**src/core/asp_pkg.sv**
```systemverilog
// constants and helpers for the serial port with parity check
package asp_pkg;
  localparam int           CLK_HZ   = 125_000_000;
  localparam int           BAUD_BPS = 9600;
  localparam logic [15:0]  DIV_RST  = 16'(CLK_HZ / BAUD_BPS);
  localparam logic [7:0]   A_RESET  = 8'h00;
  localparam logic [7:0]   A_DATA   = 8'h04;
  localparam logic [7:0]   A_STAT   = 8'h08;
  localparam logic [7:0]   A_BAUD   = 8'h0C;
  localparam logic [7:0]   A_FMT    = 8'h10;
  localparam logic [7:0]   A_ERR    = 8'h14;
  localparam logic [7:0]   A_IE     = 8'h18;
  localparam logic [5:0]   FMT_RST  = 6'h03;
  localparam logic [7:0]   IE_RST   = 8'h00;
  localparam int           F_STOP   = 2;
  localparam int           F_PEN    = 3;
  localparam logic [1:0]   PS_ODD   = 2'h0;
  localparam logic [1:0]   PS_EVEN  = 2'h1;
  localparam logic [1:0]   PS_ONE   = 2'h2;
  localparam int           E_PAR    = 0;
  localparam int           E_FRM    = 1;
  localparam int           E_OVR    = 2;
  localparam int           E_BRK    = 3;
  localparam int           ST_IE    = 8;

  // keep only the configured number of data bits
  function automatic logic [7:0] asp_mask(input logic [7:0] d, input logic [5:0] f);
    asp_mask = d & (8'hFF >> (2'd3 - f[1:0]));
  endfunction

  // parity bit the frame must carry for this format
  function automatic logic asp_par(input logic [7:0] d, input logic [5:0] f);
    logic [7:0] m;
    m = asp_mask(d, f);
    unique case (f[5:4])
      PS_ODD:  asp_par = ~^m;
      PS_EVEN: asp_par = ^m;
      PS_ONE:  asp_par = 1'b1;
      default: asp_par = 1'b0;
    endcase
  endfunction

  // cycles of the closing stop time
  function automatic logic [16:0] asp_stop(input logic [15:0] dv, input logic [5:0] f);
    if (!f[F_STOP])
      asp_stop = {1'b0, dv};
    else if (f[1:0] == 2'h0)
      asp_stop = {1'b0, dv} + {2'h0, dv[15:1]};
    else
      asp_stop = {dv, 1'b0};
  endfunction
endpackage

```
**src/core/asp_tx.sv**
```systemverilog
// serial transmitter with one-character holding register
`timescale 1ns/10ps
`default_nettype none
module asp_tx
  import asp_pkg::*;
(
  input  wire logic        hclk,
  input  wire logic        hresetn,
  input  wire logic        clr,
  input  wire logic        load,
  input  wire logic [7:0]  load_data,
  input  wire logic [15:0] div,
  input  wire logic [5:0]  fmt,
  output logic             hold_full,
  output logic             idle,
  output logic             txd
);
  typedef enum logic [2:0] {T_IDLE, T_START, T_DATA, T_PAR, T_STOP} asp_tx_st_t;
  asp_tx_st_t  st_reg, st_next;
  logic [16:0] cnt_reg, cnt_next;
  logic [2:0]  bit_reg, bit_next;
  logic [7:0]  shf_reg, shf_next, hold_reg, hold_next;
  logic        full_reg, full_next, txd_reg, txd_next, idle_reg, idle_next;
  logic        tick;
  logic [2:0]  last;

  assign tick      = (cnt_reg == 17'd1);
  assign last      = {1'b0, fmt[1:0]} + 3'd4;
  assign hold_full = full_reg;
  assign idle      = idle_reg;
  assign txd       = txd_reg;

  // frame sequencer; a queued character starts straight after the stop
  always_comb
  begin
    st_next = st_reg;
    cnt_next = (cnt_reg == 17'd0) ? cnt_reg : cnt_reg - 17'd1;
    bit_next = bit_reg;
    shf_next = shf_reg;
    hold_next = hold_reg;
    full_next = full_reg;
    txd_next = txd_reg;
    if (load && !full_reg)
    begin
      hold_next = load_data;
      full_next = 1'b1;
    end
    unique case (st_reg)
      T_IDLE:
        if (full_reg)
        begin
          st_next = T_START;
          shf_next = hold_reg;
          full_next = 1'b0;
          cnt_next = {1'b0, div};
          txd_next = 1'b0;
        end
      T_START:
        if (tick)
        begin
          st_next = T_DATA;
          bit_next = 3'd0;
          cnt_next = {1'b0, div};
          txd_next = shf_reg[0];
        end
      T_DATA:
        if (tick)
        begin
          cnt_next = {1'b0, div};
          if (bit_reg == last)
          begin
            if (fmt[F_PEN])
            begin
              st_next = T_PAR;
              txd_next = asp_par(shf_reg, fmt);
            end
            else
            begin
              st_next = T_STOP;
              cnt_next = asp_stop(div, fmt);
              txd_next = 1'b1;
            end
          end
          else
          begin
            bit_next = bit_reg + 3'd1;
            txd_next = shf_reg[bit_reg + 3'd1];
          end
        end
      T_PAR:
        if (tick)
        begin
          st_next = T_STOP;
          cnt_next = asp_stop(div, fmt);
          txd_next = 1'b1;
        end
      T_STOP:
        if (tick)
        begin
          if (full_reg)
          begin
            st_next = T_START;
            shf_next = hold_reg;
            full_next = 1'b0;
            cnt_next = {1'b0, div};
            txd_next = 1'b0;
          end
          else
            st_next = T_IDLE;
        end
    endcase
    if (clr)
    begin
      st_next = T_IDLE;
      full_next = 1'b0;
      txd_next = 1'b1;
      cnt_next = 17'd0;
    end
    // done only once the stop has left the line
    idle_next = (st_next == T_IDLE) && !full_next;
  end

  always_ff @(posedge hclk or negedge hresetn)
  begin
    if (!hresetn)
    begin
      st_reg <= T_IDLE;
      cnt_reg <= 17'd0;
      bit_reg <= 3'd0;
      shf_reg <= 8'h00;
      hold_reg <= 8'h00;
      full_reg <= 1'b0;
      txd_reg <= 1'b1;
      idle_reg <= 1'b1;
    end
    else
    begin
      st_reg <= st_next;
      cnt_reg <= cnt_next;
      bit_reg <= bit_next;
      shf_reg <= shf_next;
      hold_reg <= hold_next;
      full_reg <= full_next;
      txd_reg <= txd_next;
      idle_reg <= idle_next;
    end
  end
endmodule
`default_nettype wire

```
**src/core/asp_top.sv**
```systemverilog
// serial port top: AHB-Lite registers, receiver and transmitter
//
// The implementer's own choices: the AHB-Lite register port and the address map.
`timescale 1ns/10ps
`default_nettype none
module asp_top
  import asp_pkg::*;
#(
  parameter logic [15:0] DIV_INIT = DIV_RST
)
(
  input  wire logic        hclk,
  input  wire logic        hresetn,
  input  wire logic        hsel,
  input  wire logic [31:0] haddr,
  input  wire logic [1:0]  htrans,
  input  wire logic        hwrite,
  input  wire logic [2:0]  hsize,
  input  wire logic [31:0] hwdata,
  input  wire logic        hready,
  output logic [31:0]      hrdata,
  output logic             hreadyout,
  output logic             hresp,
  input  wire logic        rxd,
  output logic             txd,
  output logic             err_pending
);
  typedef enum logic [2:0] {R_IDLE, R_START, R_DATA, R_PAR, R_STOP} asp_rx_st_t;

  // receiver state
  asp_rx_st_t  rst_reg, rst_next;
  logic [15:0] rcnt_reg, rcnt_next;
  logic [2:0]  rbit_reg, rbit_next;
  logic [7:0]  rshf_reg, rshf_next;
  logic        rpar_reg, rpar_next;
  logic        zero_reg, zero_next;
  logic        rprev_reg;
  logic        rtick;
  logic [2:0]  rlast;
  logic [15:0] half;
  logic        ev_done, ev_frm, ev_brk, ev_par;

  // register state
  logic [15:0] baud_reg, baud_next;
  logic [5:0]  fmt_reg, fmt_next;
  logic [7:0]  ie_reg, ie_next;
  logic [7:0]  rxb_reg, rxb_next;
  logic        rxf_reg, rxf_next;
  logic [3:0]  err_reg, err_next;
  logic        pend_reg, pend_next;
  logic [31:0] rd_reg, rd_next;
  logic        wp_reg, wp_next;
  logic [7:0]  wa_reg, wa_next;
  logic        clr_reg, clr_next;
  logic        acc, rd_acc, wr;
  logic        tx_load, tx_full, tx_idle, tx_line;
  logic [31:0] rval;

  assign hrdata      = rd_reg;
  assign hreadyout   = 1'b1;
  assign hresp       = 1'b0;
  assign txd         = tx_line;
  assign err_pending = pend_reg;

  //////////////////////////////////////////////////////////////////////////////
  // transmitter
  asp_tx u_tx (
    .hclk      (hclk),
    .hresetn   (hresetn),
    .clr       (clr_reg),
    .load      (tx_load),
    .load_data (wr ? hwdata[7:0] : 8'h00),
    .div       (baud_reg),
    .fmt       (fmt_reg),
    .hold_full (tx_full),
    .idle      (tx_idle),
    .txd       (tx_line)
  );

  //////////////////////////////////////////////////////////////////////////////
  // receiver: half a cell confirms the start, then one cell per bit
  assign rtick = (rcnt_reg == 16'd1);
  assign rlast = {1'b0, fmt_reg[1:0]} + 3'd4;
  assign half  = (baud_reg[15:1] == 15'd0) ? 16'd1 : {1'b0, baud_reg[15:1]};

  always_comb
  begin
    rst_next = rst_reg;
    rcnt_next = (rcnt_reg == 16'd0) ? rcnt_reg : rcnt_reg - 16'd1;
    rbit_next = rbit_reg;
    rshf_next = rshf_reg;
    rpar_next = rpar_reg;
    zero_next = zero_reg;
    ev_done = 1'b0;
    ev_frm = 1'b0;
    ev_brk = 1'b0;
    ev_par = 1'b0;
    unique case (rst_reg)
      R_IDLE:
        // edge only, so a held break does not restart frames
        if (rprev_reg && !rxd)
        begin
          rst_next = R_START;
          rcnt_next = half;
        end
      R_START:
        if (rtick)
        begin
          if (rxd)
          begin
            rst_next = R_IDLE;
            ev_frm = 1'b1;
          end
          else
          begin
            rst_next = R_DATA;
            rcnt_next = baud_reg;
            rbit_next = 3'd0;
            rshf_next = 8'h00;
            zero_next = 1'b1;
          end
        end
      R_DATA:
        if (rtick)
        begin
          rshf_next[rbit_reg] = rxd;
          zero_next = zero_reg & !rxd;
          rcnt_next = baud_reg;
          rbit_next = rbit_reg + 3'd1;
          if (rbit_reg == rlast)
            rst_next = fmt_reg[F_PEN] ? R_PAR : R_STOP;
        end
      R_PAR:
        if (rtick)
        begin
          rpar_next = rxd;
          zero_next = zero_reg & !rxd;
          rcnt_next = baud_reg;
          rst_next = R_STOP;
        end
      R_STOP:
        if (rtick)
        begin
          rst_next = R_IDLE;
          ev_done = 1'b1;
          ev_frm = !rxd;
          ev_brk = !rxd && zero_reg;
          // fixed one and zero senses are checked as well
          ev_par = fmt_reg[F_PEN] && (rpar_reg != asp_par(rshf_reg, fmt_reg));
        end
    endcase
    if (clr_reg)
    begin
      rst_next = R_IDLE;
      rcnt_next = 16'd0;
    end
  end

  always_ff @(posedge hclk or negedge hresetn)
  begin
    if (!hresetn)
    begin
      rst_reg <= R_IDLE;
      rcnt_reg <= 16'd0;
      rbit_reg <= 3'd0;
      rshf_reg <= 8'h00;
      rpar_reg <= 1'b0;
      zero_reg <= 1'b0;
      rprev_reg <= 1'b1;
    end
    else
    begin
      rst_reg <= rst_next;
      rcnt_reg <= rcnt_next;
      rbit_reg <= rbit_next;
      rshf_reg <= rshf_next;
      rpar_reg <= rpar_next;
      zero_reg <= zero_next;
      rprev_reg <= rxd;
    end
  end

  //////////////////////////////////////////////////////////////////////////////
  // bus slave: zero wait states, reads answered from the address phase
  assign acc     = hsel && htrans[1] && hready;
  assign rd_acc  = acc && !hwrite;
  assign wr      = wp_reg;
  assign tx_load = wr && (wa_reg == A_DATA);

  always_comb
  begin
    unique case (haddr[7:0])
      A_DATA:  rval = {24'h0000_00, rxb_reg};
      A_STAT:  rval = {16'h0000, ie_reg, err_reg, 1'b0, tx_idle, !tx_full, rxf_reg};
      A_BAUD:  rval = {16'h0000, baud_reg};
      A_FMT:   rval = {26'h000_0000, fmt_reg};
      A_ERR:   rval = {28'h000_0000, err_reg};
      A_IE:    rval = {24'h0000_00, ie_reg};
      default: rval = 32'h0000_0000;
    endcase
  end

  always_comb
  begin
    baud_next = baud_reg;
    fmt_next = fmt_reg;
    ie_next = ie_reg;
    rxb_next = rxb_reg;
    rxf_next = rxf_reg;
    err_next = err_reg;
    clr_next = 1'b0;
    wp_next = acc && hwrite;
    wa_next = acc ? haddr[7:0] : wa_reg;
    rd_next = rd_acc ? rval : rd_reg;
    // read side effects: data read frees the buffer, error read clears
    if (rd_acc && haddr[7:0] == A_DATA)
      rxf_next = 1'b0;
    if (rd_acc && haddr[7:0] == A_ERR)
      err_next = 4'h0;
    if (wr)
    begin
      unique case (wa_reg)
        A_RESET:
          if (hwdata != 32'h0000_0000)
          begin
            baud_next = DIV_INIT;
            ie_next = IE_RST;
            rxf_next = 1'b0;
            err_next = 4'h0;
            clr_next = 1'b1;
          end
        A_BAUD:  baud_next = hwdata[15:0];
        A_FMT:   fmt_next = hwdata[5:0];
        A_IE:    ie_next = hwdata[7:0];
        default: ;
      endcase
    end
    // a completed character wins over a same-cycle read or clear
    if (ev_done)
    begin
      rxb_next = asp_mask(rshf_reg, fmt_reg);
      // overrun only if the old character is still unread this cycle
      err_next[E_OVR] = err_next[E_OVR] | rxf_next;
      rxf_next = 1'b1;
    end
    err_next[E_PAR] = err_next[E_PAR] | ev_par;
    err_next[E_FRM] = err_next[E_FRM] | ev_frm | ev_brk;
    err_next[E_BRK] = err_next[E_BRK] | ev_brk;
    pend_next = |err_next;
  end

  always_ff @(posedge hclk or negedge hresetn)
  begin
    if (!hresetn)
    begin
      baud_reg <= DIV_INIT;
      fmt_reg <= FMT_RST;
      ie_reg <= IE_RST;
      rxb_reg <= 8'h00;
      rxf_reg <= 1'b0;
      err_reg <= 4'h0;
      pend_reg <= 1'b0;
      rd_reg <= 32'h0000_0000;
      wp_reg <= 1'b0;
      wa_reg <= 8'h00;
      clr_reg <= 1'b0;
    end
    else
    begin
      baud_reg <= baud_next;
      fmt_reg <= fmt_next;
      ie_reg <= ie_next;
      rxb_reg <= rxb_next;
      rxf_reg <= rxf_next;
      err_reg <= err_next;
      pend_reg <= pend_next;
      rd_reg <= rd_next;
      wp_reg <= wp_next;
      wa_reg <= wa_next;
      clr_reg <= clr_next;
    end
  end
endmodule
`default_nettype wire

```
**config.mk**
```make
export PLATFORM = sky130hd
export DESIGN_NAME = asp_top
export DESIGN_NICKNAME = d
export VERILOG_FILES = /design/src/core/asp_pkg.sv /design/src/core/asp_tx.sv /design/src/core/asp_top.sv
export SDC_FILE = /design/constraint.sdc
export NUM_CORES = 1
export LEC_CHECK = 0
export BUFFER_PORTS_ARGS = -buffer_cell sky130_fd_sc_hd__buf_2
export CAP_MARGIN = 20
export CORE_UTILIZATION = 35
export DETAILED_ROUTE_END_ITERATION = 12
export GPL_ROUTABILITY_DRIVEN = 0
export GPL_TIMING_DRIVEN = 0
export PLACE_DENSITY = 0.49
export SLEW_MARGIN = 40
export SYNTH_ARGS = -nofsm -noshare
export SYNTH_HDL_FRONTEND = slang
export SYNTH_SLANG_ARGS = --single-unit
```
**constraint.sdc**
```tcl
create_clock -name hclk -period 3.4 [get_ports hclk]
set_input_delay 0.34 -clock hclk [delete_from_list [all_inputs] [get_ports hclk]]
set_output_delay 0.34 -clock hclk [all_outputs]
set_load 0.01 [all_outputs]
```
==> results.sh <==
export IMPL_synth_compound_area_share_pct=21.63
export IMPL_drt_wl_total_um=33360
export IMPL_vias=9209
export IMPL_antenna_left=0
export IMPL_first_global_vias=9017
export IMPL_power_leakage_nw=4.818
export IMPL_cp_required_ns=3.68
export IMPL_synth_mux_area_share_pct=6.883
export IMPL_synthToLayoutAreaGrowth_pct=15.72
export IMPL_htreeDepth=4
export IMPL_synth_flop_cell="dfrtp_1"
export IMPL_synth_fa_ha_area_share_pct=4.130
export IMPL_min_period_ns=3.217
export IMPL_grt_pass1_wl_um=52070
export IMPL_drt_first_pass_iters=7
export IMPL_fp_coreArea_sq_um=27250
export IMPL_clock_sinks=145
export IMPL_utilization_pct=41.68
export IMPL_holdWs_ns=0.008643
export IMPL_start_util_pct=36.02
export IMPL_drt_iter0_markers=918
export IMPL_path_common_cell="clkbuf_1"
export IMPL_n_antenna_cell=0
export IMPL_crit_start="fmt_reg[3]$_DFFE_PN0P_"
export IMPL_hold_path_class="in2reg"
export IMPL_ys_ff_latch=145
export IMPL_async_reset_ff_share_pct=100.0
export IMPL_worst_pin_slew_ns=0.8191
export IMPL_synthXorXnorAreaFrac_pct=4.602
export IMPL_grt_use_total_pct=23.89
export IMPL_arrival_ns=3.49
export IMPL_grt_max_degree=57
export IMPL_dieArea_sq_um=28720
export IMPL_final_hold_viol_count=0
export IMPL_avgSynthCellArea_sq_um=8.694
export IMPL_cts_buffer_depth=2
export IMPL_criticalPathCategory="reg2reg"
export IMPL_drc=0
export IMPL_ys_warn_count=0
export IMPL_dp_hpwl_um=25120
export IMPL_synth_edff_count=0
export IMPL_worstSetupStartpointType="flip-flop"
export IMPL_timing_rr_start="fmt_reg[3]$_DFFE_PN0P_"
export IMPL_slowest_delay_ns=0.56
export IMPL_synth_top_family_by_area="compound AO/OA/AOI/OAI gates"
export IMPL_cts_setup_buffers=0
export IMPL_syn_area_sq_um=9816
export IMPL_yosys_area_share_simple_pct=20.24
export IMPL_fin_cells=1614
export IMPL_dieHeight_um=169.5
export IMPL_status="completed"
export IMPL_ios=111
export IMPL_fin_crit_sh_pct=94.62
export IMPL_min_delay_start="rxd"
export IMPL_cp_cell_sequence="clkbuf_1 > inv_1 > a41oi_1 > or3_1 > clkbuf_1 > nor2_1 > a221o_1 > a221oi_1 > a2111oi_1"
export IMPL_clkTransAtPathRegs_ns=0.07
export IMPL_fp_dieW_um=169.5
export IMPL_cp_end_kind="flip-flop"
export IMPL_mostFrequentLayoutCells="nand2_1 (131), dfrtp_1 (131), nor2_1 (102)"
export IMPL_ir_drop_uv=316.7
export IMPL_r2r_slack_ns=0.18
export IMPL_via_per_inst=5.706
export IMPL_layout_nets=1335
export IMPL_grt_ovfl_total=0
export IMPL_path_max_fanout=9
export IMPL_skew_ns=0.01114
export IMPL_antenna_found_initial=0
export IMPL_portBuffers=62
export IMPL_pwr_density_cell_nw_per_um2=556.1
export IMPL_cts_root_buf="clkbuf_16"
export IMPL_rsz0062_at_grt="false"
export IMPL_largest_reg_flops=17
export IMPL_row_count=60
export IMPL_cts_tree="done"
export IMPL_ys_types=81
export IMPL_finalSetupViolCount=0
export IMPL_max_slew_margin_pct=45.39
export IMPL_dp_cells=1582
export IMPL_cts_buffers=17
export IMPL_slew_viol_final=0
export IMPL_syn_inst=1129
export IMPL_cp_slowest_cell="a41oi_1"
export IMPL_routedWlPerCell_um=20.67
export IMPL_seq_area_frac_synth_pct=37.13
export IMPL_max_freq_ghz=0.3108
export IMPL_insertion_delay_ns=0.44
export IMPL_maxCapViolations=0
export IMPL_drive_above_1_share_pct=15.86
export IMPL_total_power_mw=6.317
stage by stage:
stage	setup TNS, ns	worst slack, ns	instance area, sq um
floorplan	0	0.6230	9876
global placement	-40.11	-0.3194	10650
detailed placement	-0.4236	-0.2175	10740
CTS	0	0.1831	11350
global route	0	0.006711	11360
finish	0	0.1828	11360
repair_timing:
item,CTS,global route
gates resized for setup,0,1
endpoints found under the setup margin,3,1
hold endpoints to repair,32,0
hold buffers,1,0
area by class of cell:
class | instances | area [sq um]
well taps | 372 | 465.4
inverters | 37 | 138.9
plain buffers | 81 | 377.9
multi-input cells | 881 | 5732
repair buffers | 66 | 390.4
fillers | 2776 | 15890
flip-flops and latches | 145 | 3646
clock inverters | 15 | 182.7
clock buffers | 17 | 425.4
logic make-up (layout without fill, tap and decap cells):
family	count (synthesis)	in the layout
other	2	18
flip-flops	145	145
adder cells (fa/ha/maj)	32	32
AND/OR/NAND/NOR	403	403
AO/OA/AOI/OAI	318	318
XOR/XNOR	50	50
buffers and inverters	119	216
multiplexers	60	60
report_power, final:
group          total, mW  internal (mW)  leakage (nW)  switching (mW)
combinational       2.00          0.798          2.63            1.20
sequential          2.32           2.00          1.89           0.319
clock               2.00           1.17         0.298           0.831
total               6.32           3.97          4.82            2.35
critical path: cells and delay by family, from the launching register on:
family	cells	cell delay [ns]
AO/OA/AOI/OAI	4	1.28
buffers and inverters	3	1.14
flip-flops	1	0.32
AND/OR/NAND/NOR	2	0.32
cell usage after synthesis (all sizes together), types with 6 or more instances:
master / number / share of area [%]
clkbuf: 56 / 2.1
nand4: 14 / 0.89
o21a: 10 / 0.76
a211oi: 6 / 0.46
o22ai: 7 / 0.45
a22oi: 15 / 1.1
xnor2: 34 / 3.0
a221oi: 13 / 1.2
a21oi: 58 / 3.0
and3: 7 / 0.45
a221o: 6 / 0.61
a21o: 8 / 0.61
nand2: 131 / 5.0
buf: 26 / 1.7
or4: 8 / 0.69
o31ai: 17 / 1.3
or2: 6 / 0.41
o221ai: 8 / 0.71
or3: 11 / 0.70
nand3: 25 / 1.3
nor3: 27 / 1.6
o2111ai: 8 / 0.71
nor2: 103 / 3.9
inv: 34 / 1.3
nand2b: 19 / 1.2
o41ai: 9 / 0.80
ha: 30 / 3.8
xor2: 15 / 1.3
o211ai: 11 / 0.84
mux2i: 21 / 2.1
nor2b: 11 / 0.70
mux2: 37 / 4.3
nor4: 20 / 1.4
dfrtp: 132 / 34
dfstp: 13 / 3.5
o21ai: 80 / 4.1
a31oi: 23 / 1.5
path summary, 6_finish.rpt:
check | to | cells after the start
hold / removal | rprev_reg$_DFF_PN1_ | 1
setup / recovery | u_tx.cnt_reg[11]$_DFF_PN0_ | 9
hold reg to reg | rxb_reg[6]$_DFFE_PN0P_ | 2
max in group asynchronous | rprev_reg$_DFF_PN1_ | 4
setup reg to reg | u_tx.cnt_reg[11]$_DFF_PN0_ | 9
min in group asynchronous | u_tx.shf_reg[3]$_DFFE_PN0P_ | 2
layer usage:
metal,vias to the layer above,part of all wire (%),global-route usage [%]
li1,4336,-,-
met3,52,5.8,4.384
met4,0,2.4,8.500
met1,4500,47,32.89
met2,321,45,37.39
met5,-,0,0
(Power assumes the default switching activity.)
